## config.mk

```make
export PLATFORM = sky130hd
export DESIGN_NAME = debug_breakpoint_fifo_regs
export DESIGN_NICKNAME = d
export VERILOG_FILES = /design/src/dbg_pkg.sv /design/src/dbg_links_if.sv /design/src/compare_value_reg.sv /design/src/trace_shift_fifo.sv /design/src/debug_breakpoint_fifo_regs.sv
export SDC_FILE = /design/constraint.sdc
export NUM_CORES = 1
export LEC_CHECK = 0
export CELL_PAD_IN_SITES_DETAIL_PLACEMENT = 0
export CELL_PAD_IN_SITES_GLOBAL_PLACEMENT = 1
export CORE_ASPECT_RATIO = 1.75
export CORE_MARGIN = 5
export CORE_UTILIZATION = 50
export DETAILED_ROUTE_END_ITERATION = 6
export DONT_BUFFER_PORTS = 1
export PLACE_DENSITY_LB_ADDON = 0.1
export SYNTH_ARGS = -nofsm -noshare
export SYNTH_HDL_FRONTEND = slang
export SYNTH_SLANG_ARGS = --single-unit
```

## constraint.sdc

```tcl
create_clock -name CLK -period 2.25 [get_ports CLK]
set_input_delay 0.3375 -clock CLK [delete_from_list [all_inputs] [get_ports CLK]]
set_output_delay 0.3375 -clock CLK [all_outputs]
set_load 0.005 [all_outputs]
```

## src/dbg_pkg.sv

```systemverilog
package dbg_pkg;

  // Widths of the register ports and of one trace word, and the trace FIFO depth.
  localparam int unsigned BYTE_W     = 8;
  localparam int unsigned WORD_W     = 16;
  localparam int unsigned ADDR_W     = 4;
  localparam int unsigned FIFO_DEPTH = 8;

  // Byte offsets inside the debug block's window of the memory map.
  localparam logic [ADDR_W-1:0] OFS_CMP_A_HIGH   = 4'h0;
  localparam logic [ADDR_W-1:0] OFS_CMP_A_LOW    = 4'h1;
  localparam logic [ADDR_W-1:0] OFS_CMP_B_HIGH   = 4'h2;
  localparam logic [ADDR_W-1:0] OFS_CMP_B_LOW    = 4'h3;
  localparam logic [ADDR_W-1:0] OFS_FIFO_HIGH    = 4'h4;
  localparam logic [ADDR_W-1:0] OFS_FIFO_LOW     = 4'h5;
  localparam logic [ADDR_W-1:0] OFS_FORCE_RESET  = 4'hf;

  // Field positions and fixed values.
  localparam int unsigned      FORCE_RESET_BIT  = 0;
  localparam logic [BYTE_W-1:0] BYTE_ZERO       = 8'h00;
  localparam logic [WORD_W-1:0] WORD_ZERO       = 16'h0000;
  localparam logic [BYTE_W-1:0] CMP_RESET       = 8'h00;
  localparam logic [WORD_W-1:0] BKPT_RESET      = 16'h0000;
  localparam logic [WORD_W-1:0] FIFO_RESET      = 16'h0000;

endpackage : dbg_pkg

```

## src/dbg_links_if.sv

```systemverilog
`timescale 1ns/1ps
// Write strobes into one comparator value pair and the value it holds.
interface compare_if;
  import dbg_pkg::*;
  logic              wr_high;
  logic              wr_low;
  logic              armed;
  logic [BYTE_W-1:0] wdata;
  logic [WORD_W-1:0] value;
  modport owner (input wr_high, input wr_low, input armed, input wdata, output value);
  modport user  (output wr_high, output wr_low, output armed, output wdata, input value);
endinterface : compare_if

```

## src/compare_value_reg.sv

```systemverilog
`timescale 1ns/1ps
module compare_value_reg
  import dbg_pkg::*;
(
  // Clock and reset
  input wire logic   clk,
  input wire logic   rst_n,
  // Register side
  compare_if.owner   cmp
);

  logic [BYTE_W-1:0] high_q;
  logic [BYTE_W-1:0] low_q;
  logic              take_high;
  logic              take_low;

  // Writes are dropped while a debug run is armed.
  assign take_high = cmp.wr_high && !cmp.armed;
  assign take_low  = cmp.wr_low && !cmp.armed;
  assign cmp.value = {high_q, low_q};

  always_ff @(posedge clk or negedge rst_n)
  begin
    if (!rst_n)
    begin
      high_q <= CMP_RESET;
      low_q  <= CMP_RESET;
    end
    else
    begin
      if (take_high)
        high_q <= cmp.wdata;
      if (take_low)
        low_q <= cmp.wdata;
    end
  end

endmodule : compare_value_reg

```

## src/trace_shift_fifo.sv

```systemverilog
`timescale 1ns/1ps
module trace_shift_fifo
  import dbg_pkg::*;
(
  // Clock and reset
  input  wire logic              clk,
  input  wire logic              rst_n,
  // Shift control
  input  wire logic              shift_in,
  input  wire logic [WORD_W-1:0] shift_data,
  // Oldest word
  output logic      [WORD_W-1:0] head
);

  logic [WORD_W-1:0] word_q [FIFO_DEPTH];

  assign head = word_q[0];

  // Every shift drops the oldest word and appends at the last location,
  // so a word becomes visible FIFO_DEPTH - 1 shifts after the shift that took it in.
  always_ff @(posedge clk or negedge rst_n)
  begin
    if (!rst_n)
    begin
      for (int i = 0; i < FIFO_DEPTH; i++)
        word_q[i] <= FIFO_RESET;
    end
    else if (shift_in)
    begin
      for (int i = 0; i < FIFO_DEPTH - 1; i++)
        word_q[i] <= word_q[i+1];
      word_q[FIFO_DEPTH-1] <= shift_data;
    end
  end

endmodule : trace_shift_fifo

```

## src/debug_breakpoint_fifo_regs.sv

```systemverilog
`timescale 1ns/1ps
module debug_breakpoint_fifo_regs
  import dbg_pkg::*;
(
  // Clock and reset
  input  wire logic              CLK,
  input  wire logic              RST_N,
  // CPU access to the memory-mapped debug bytes
  input  wire logic              CPU_RD,
  input  wire logic              CPU_WR,
  input  wire logic [ADDR_W-1:0] CPU_ADDR,
  input  wire logic [BYTE_W-1:0] CPU_WDATA,
  output logic      [BYTE_W-1:0] CPU_RDATA,
  // Serial background memory writes into the same window
  input  wire logic              SER_WR,
  input  wire logic [ADDR_W-1:0] SER_ADDR,
  input  wire logic [BYTE_W-1:0] SER_WDATA,
  output logic                   FORCE_RESET,
  // Serial breakpoint commands
  input  wire logic              BKPT_CMD_RD,
  input  wire logic              BKPT_CMD_WR,
  input  wire logic [WORD_W-1:0] BKPT_CMD_WDATA,
  output logic      [WORD_W-1:0] BKPT_CMD_RDATA,
  // Breakpoint configuration from the background status and control bits
  input  wire logic              BREAKPOINT_ENABLE,
  input  wire logic              FORCE_TAG_SELECT,
  // CPU address bus observation
  input  wire logic              ADDR_VALID,
  input  wire logic              OPCODE_FETCH,
  input  wire logic [WORD_W-1:0] ADDR_BUS,
  input  wire logic [WORD_W-1:0] LAST_OPCODE_ADDR,
  output logic                   BREAK_FORCE_REQ,
  output logic                   BREAK_TAG_REQ,
  // Debug control writes and run status
  input  wire logic              CTRL_WR,
  input  wire logic              CTRL_WDATA_ENABLE,
  input  wire logic              CTRL_WDATA_ARM,
  input  wire logic              RUN_DONE,
  output logic                   ARMED,
  // Trace capture from the trigger logic
  input  wire logic              EVENT_ONLY,
  input  wire logic              TRACE_PUSH,
  input  wire logic [WORD_W-1:0] TRACE_DATA,
  // Comparator values towards the trigger logic
  output logic      [WORD_W-1:0] COMPARE_A,
  output logic      [WORD_W-1:0] COMPARE_B
);

  logic              arm_q;
  logic              arm_d;
  logic [WORD_W-1:0] bkpt_q;
  logic [WORD_W-1:0] bkpt_rdata_q;
  logic [BYTE_W-1:0] rdata_q;
  logic [BYTE_W-1:0] rdata_d;
  logic              force_reset_q;
  logic              break_force_q;
  logic              break_tag_q;

  logic              any_wr;
  logic [ADDR_W-1:0] wr_addr;
  logic [BYTE_W-1:0] wr_data;
  logic              ser_hits_reset;
  logic              rd_fifo_low;
  logic              fifo_shift;
  logic [WORD_W-1:0] fifo_shift_data;
  logic [WORD_W-1:0] fifo_head;
  logic [WORD_W-1:0] capture_word;
  logic [BYTE_W-1:0] fifo_high_byte;
  logic [BYTE_W-1:0] fifo_low_byte;
  logic              bkpt_hit;
  logic              arm_set;
  logic              arm_clear;

  compare_if cmp_a ();
  compare_if cmp_b ();

  // Write steering. A serial write and a CPU write in the same cycle
  // cannot both land; the serial one wins since the host is in charge.
  assign any_wr  = CPU_WR || SER_WR;
  assign wr_addr = SER_WR ? SER_ADDR : CPU_ADDR;
  assign wr_data = SER_WR ? SER_WDATA : CPU_WDATA;

  // Serial writes reach the comparator bytes as well and are held off by arm
  // in the same way, so the host cannot alter a run in flight.
  // comparator A bytes
  assign cmp_a.wr_high = any_wr && (wr_addr == OFS_CMP_A_HIGH);
  assign cmp_a.wr_low  = any_wr && (wr_addr == OFS_CMP_A_LOW);
  assign cmp_a.wdata   = wr_data;
  assign cmp_a.armed   = arm_q;

  assign cmp_b.wr_high = any_wr && (wr_addr == OFS_CMP_B_HIGH);
  assign cmp_b.wr_low  = any_wr && (wr_addr == OFS_CMP_B_LOW);
  assign cmp_b.wdata   = wr_data;
  assign cmp_b.armed   = arm_q;

  compare_value_reg u_cmp_a (
    .clk   (CLK),
    .rst_n (RST_N),
    .cmp   (cmp_a.owner)
  );

  compare_value_reg u_cmp_b (
    .clk   (CLK),
    .rst_n (RST_N),
    .cmp   (cmp_b.owner)
  );

  assign COMPARE_A = cmp_a.value;
  assign COMPARE_B = cmp_b.value;

  assign ser_hits_reset = SER_WR && (SER_ADDR == OFS_FORCE_RESET);

  // Arm control. A set in the same cycle as a run end wins, so a fresh
  // run started just as the old one finishes is not lost.
  // arm set and clear
  assign arm_set   = CTRL_WR && CTRL_WDATA_ENABLE && CTRL_WDATA_ARM;
  assign arm_clear = RUN_DONE || (CTRL_WR && !(CTRL_WDATA_ENABLE && CTRL_WDATA_ARM));
  assign arm_d     = arm_set ? 1'b1 : (arm_clear ? 1'b0 : arm_q);
  // Software sees the very flag that gates writes and pushes, never a copy.
  assign ARMED     = arm_q;

  // Trace FIFO sequencing. Only the low byte offset is decoded, since a high
  // byte read must leave the FIFO where it is.
  assign rd_fifo_low = CPU_RD && (CPU_ADDR == OFS_FIFO_LOW);

  // event-only keeps the low byte only
  assign capture_word = EVENT_ONLY ? {BYTE_ZERO, TRACE_DATA[BYTE_W-1:0]} : TRACE_DATA;

  // While armed the trigger logic owns the FIFO, so CPU reads must not
  // disturb a capture in progress; pushes then wrap and drop the oldest word.
  // high reads hold
  assign fifo_shift      = arm_q ? TRACE_PUSH : rd_fifo_low;
  assign fifo_shift_data = arm_q ? capture_word : LAST_OPCODE_ADDR;

  trace_shift_fifo u_fifo (
    .clk        (CLK),
    .rst_n      (RST_N),
    .shift_in   (fifo_shift),
    .shift_data (fifo_shift_data),
    .head       (fifo_head)
  );

  // The high byte is masked at the read port too, so 16-bit words left over
  // from an unarmed profile also read zero once event-only capture is chosen.
  // high byte view
  assign fifo_high_byte = EVENT_ONLY ? BYTE_ZERO : fifo_head[WORD_W-1:BYTE_W];
  assign fifo_low_byte  = fifo_head[BYTE_W-1:0];

  // Read multiplexer; unused offsets and the force-reset byte read zero.
  // memory-mapped bytes
  always_comb
  begin
    rdata_d = BYTE_ZERO;
    unique case (CPU_ADDR)
      OFS_CMP_A_HIGH:  rdata_d = cmp_a.value[WORD_W-1:BYTE_W];
      OFS_CMP_A_LOW:   rdata_d = cmp_a.value[BYTE_W-1:0];
      OFS_CMP_B_HIGH:  rdata_d = cmp_b.value[WORD_W-1:BYTE_W];
      OFS_CMP_B_LOW:   rdata_d = cmp_b.value[BYTE_W-1:0];
      OFS_FIFO_HIGH:   rdata_d = fifo_high_byte;
      OFS_FIFO_LOW:    rdata_d = fifo_low_byte;
      OFS_FORCE_RESET: rdata_d = BYTE_ZERO;
      default:         rdata_d = BYTE_ZERO;
    endcase
  end

  // Breakpoint compare against the live address bus. The request is
  // registered, so it trails the matching bus cycle by one clock; the
  // break logic outside has to allow for that latency.
  // disabled breakpoint ignores everything
  assign bkpt_hit = BREAKPOINT_ENABLE && ADDR_VALID && (ADDR_BUS == bkpt_q);

  // The read data is captured before the FIFO shifts, so a low byte read
  // returns the word that was at the head when the read was issued.
  always_ff @(posedge CLK or negedge RST_N)
  begin
    if (!RST_N)
    begin
      rdata_q <= BYTE_ZERO;
    end
    else if (CPU_RD)
    begin
      rdata_q <= rdata_d;
    end
  end

  assign CPU_RDATA = rdata_q;

  always_ff @(posedge CLK or negedge RST_N)
  begin
    if (!RST_N)
    begin
      arm_q <= 1'b0;
    end
    else
    begin
      arm_q <= arm_d;
    end
  end

  // Breakpoint register lives outside the memory map.
  // breakpoint address storage
  always_ff @(posedge CLK or negedge RST_N)
  begin
    if (!RST_N)
    begin
      bkpt_q <= BKPT_RESET;
    end
    else if (BKPT_CMD_WR)
    begin
      bkpt_q <= BKPT_CMD_WDATA;
    end
  end

  // The readback is held in its own register so the word stays put while the
  // host shifts it out, even if a write command follows.
  // serial breakpoint readback
  always_ff @(posedge CLK or negedge RST_N)
  begin
    if (!RST_N)
    begin
      bkpt_rdata_q <= BKPT_RESET;
    end
    else if (BKPT_CMD_RD)
    begin
      bkpt_rdata_q <= bkpt_q;
    end
  end

  assign BKPT_CMD_RDATA = bkpt_rdata_q;

  always_ff @(posedge CLK or negedge RST_N)
  begin
    if (!RST_N)
    begin
      break_force_q <= 1'b0;
      break_tag_q   <= 1'b0;
    end
    else
    begin
      break_force_q <= bkpt_hit && FORCE_TAG_SELECT;
      break_tag_q   <= bkpt_hit && !FORCE_TAG_SELECT && OPCODE_FETCH;
    end
  end

  assign BREAK_FORCE_REQ = break_force_q;
  assign BREAK_TAG_REQ   = break_tag_q;

  // The force-reset bit is a one-cycle request; nothing is stored, which
  // is why the byte reads back as zero.
  // serial one forces MCU reset
  always_ff @(posedge CLK or negedge RST_N)
  begin
    if (!RST_N)
    begin
      force_reset_q <= 1'b0;
    end
    else
    begin
      force_reset_q <= ser_hits_reset && SER_WDATA[FORCE_RESET_BIT];
    end
  end

  assign FORCE_RESET = force_reset_q;

endmodule : debug_breakpoint_fifo_regs

```

==> reports/results.tsv <==
stage	metric	value	unit
cts	cts_num_sinks	204	
cts	clk_latency	0.48	ns
global_routing	grt_max_degree	205	
sta	drv_slew	0	
global_routing	grt_use_total	16.5	%
synth	yosys.area.top_type	dfrtp_1	
global_routing	grt_pass1_wl	26300	um
floorplan	die_area	20000	um^2
route	routed-via-count	4579	
sta	tightestPinTransition	0.565	ns
route	vias_per_cell	5.52	
critical_path	path_cells	xnor2_1 -> nand4_1 -> or4_1 -> nor4_1 -> dlygate4sd3_1	
floorplan	core	16900	um^2
synth	synth.area.top_cells	dfrtp_1 60%, mux2_2 23%, mux2_4 4.7%	
global_routing	first_global_vias	5027	
synth	yosys.cell_count.top_type	dfrtp_1	
sta	finalCritPeriodShare	95.3	%
placed_design	place_congestion	0.773	
sta	rsz0062_at_grt	false	
route	wl_per_cell	19.8	um
sta	finalCriticalPeriod	2.14	ns
critical_path	start_kind	flip-flop	
cts	cts.reportedPaths.clkPinSlew	0.06	ns
synth	yosysSeqAreaShare	59.5	%
critical_path	crit_fanout	3	
critical_path	crit_type	flip-flop to flip-flop	
synth	yosysWarnings	0	
sta	holdWs	-0.442	ns
sta	fmax	0.466	GHz
global_routing	grt_antenna_before_repair	2	
synth	synthFlopType	dfrtp_1	
route	drt_iter0_markers	235	
sta	setup_viol	0	
critical_path	end_kind	flip-flop	
cts	cts_resized	0	
worst_hold_path	hold_class	input pin to async pin	
route	firstDrtPassIters	4	
final_layout	post-route-util	56.7	%
final_layout	area_growth_syn_to_layout	12.1	%
final_layout	nets	692	
critical_path	critPathSlowestCell	or4_1	
synth	synth_seq_cells	204	
floorplan	die_x	109	um
synth	synth-edff-count	0	
synth	synth.cells.most_frequent	204 x dfrtp_1, 173 x mux2_2, 27 x mux2_4	
cts	numCtsBuffers	20	
critical_path	worstSetupStartpoint	bkpt_q[5]	
cts	cts_max_level	1	
power_and_ir_drop	ir_drop	0.000683	V
sta	slew_headroom	62.2	%
floorplan	rows	63	
sta	setup-tns-final	0	ns
flow_run	maxCapViolations	0	
critical_path	required	2.66	ns
placed_design	dpl.hpwl	11300	um
critical_path	rrSetupSlack	0.11	ns
synth	async_flop_share	100	%
power_and_ir_drop	p_per_area	1130	nW/um^2
sta	worst_clock_skew	0.0142	ns
critical_path	critPathArrivalTime	2.55	ns
synth	syn_area	8580	um^2
outcome	failed_checks	hold timing	
floorplan	dieHeight	183	um
route	drc	0	
synth	synth_top_area_share	59.5	%
synth	synth_cell_types	39	
critical_path	cpPeakStageDelay	0.59	ns
cts	root_buffer	clkbuf_16	
cts	cts_buffer_depth	3	
final_layout	drive_above_1_share	41.4	%
floorplan	start_util	50.6	%
power_and_ir_drop	leakagePower	4.13	nW
route	drt-total-wl	16400	um
floorplan	boundaryPins	165	
synth	synthCells	564	
route	ant_nets	0	
placed_design	port_buffers	0	
critical_path	timing.rr.start	bkpt_q[5]	
global_routing	overflow	0	
outcome	status	finished, violations left	
synth	synth.net_count	669	
synth	syn_avg_cell_area	15.2	um^2
sta	finalHoldViolations	204	
cts	cts_tree	built	
==> sequential cells by signal, summed over array words and instances (netlist names), 8 cells and up <==
name            count
u_fifo.word_q     112
BKPT_CMD_RDATA     16
bkpt_q             16
u_fifo.head        16
CPU_RDATA           8
u_cmp_a.high_q      8
u_cmp_a.low_q       8
u_cmp_b.high_q      8
u_cmp_b.low_q       8
==> where the power goes <==
group	switching, W	total, W	internal, W
Combinational	0.000488	0.00177	0.00129
Sequential	0.000808	0.00576	0.00495
Clock	0.00135	0.00330	0.00195
==> critical path, delay by kind of cell, from the launching register on <==
family | cells | cell delay, ns
flip-flops | 1 | 0.40
buffers and inverters | 1 | 0.58
AND/OR/NAND/NOR | 3 | 0.92
XOR/XNOR | 1 | 0.18
==> metrics by stage <==
step                      instances  hold slack, ns  worst slack [ns]  instance area (um^2)  total power (W)
after floorplan                 564          0.0419             0.452                  8580          0.00714
after global placement          773          0.0476             0.341                  8750          0.00749
after detailed placement        773          0.0473             0.319                  8750          0.00762
after CTS                       823          -0.464             0.113                  9560           0.0110
after global routing            829          -0.470            0.0610                  9620           0.0114
final                           829          -0.442             0.106                  9620           0.0108
==> layout by cell type (no fill, tap or decap), drive strengths merged, types with 4 or more instances in the layout <==
cell type and n:
a21oi 23, buf 8, a221o 8, nand2 10, nor2 22, xnor2 16, dlygate4sd3 19, a22oi 15
nand4 4, mux2i 9, inv 6, dfrtp 204, clkbuf 31, mux2 200
==> cell type report <==
type | count | area, um^2
Antenna cell | 1 | 2.50
Clock buffer | 31 | 633
Clock inverter | 5 | 36.3
Fill cell | 1393 | 7330
Inverter | 6 | 22.5
Multi-Input combinational cell | 328 | 3240
Sequential cell | 204 | 5100
Tap cell | 227 | 284
Timing Repair Buffer | 27 | 288
==> worst paths after layout <==
path / to / cells after the start
worst min-delay path: bkpt_q[0] / 0
max in group asynchronous: u_cmp_a.high_q[2] / 0
min in group CLK: FORCE_RESET / 2
worst max register to register: BREAK_TAG_REQ / 5
worst min register to register: u_fifo.word_q[84] / 1
worst max-delay path: BREAK_TAG_REQ / 5
==> logic make-up after synthesis <==
| group | count (synthesis) | share of synthesized area, % |
|---|---|---|
| AND/OR/NAND/NOR | 50 | 3.30 |
| XOR/XNOR | 16 | 1.63 |
| buffers and inverters | 32 | 2.81 |
| AO/OA/AOI/OAI | 53 | 4.27 |
| flip-flops | 204 | 59.5 |
| multiplexers | 209 | 28.5 |
==> metal layers <==
layer / up-vias / GRT usage, % / routed length [um] / share of wire [%]
met5: - / 0 / 0 / 0
met4: 0 / 5.66 / 435 / 2.6
met3: 25 / 4.12 / 1300 / 7.9
met2: 154 / 28.2 / 8200 / 50
met1: 2313 / 20.1 / 6480 / 39
li1: 2087 / - / - / -
==> timing repair <==
item	in CTS	in global routing
setup buffers	0	0
hold endpoints to repair	216	211
hold buffers	14	5
setup endpoints to repair	0	0
Note: power is estimated with default switching activity, not from simulation.
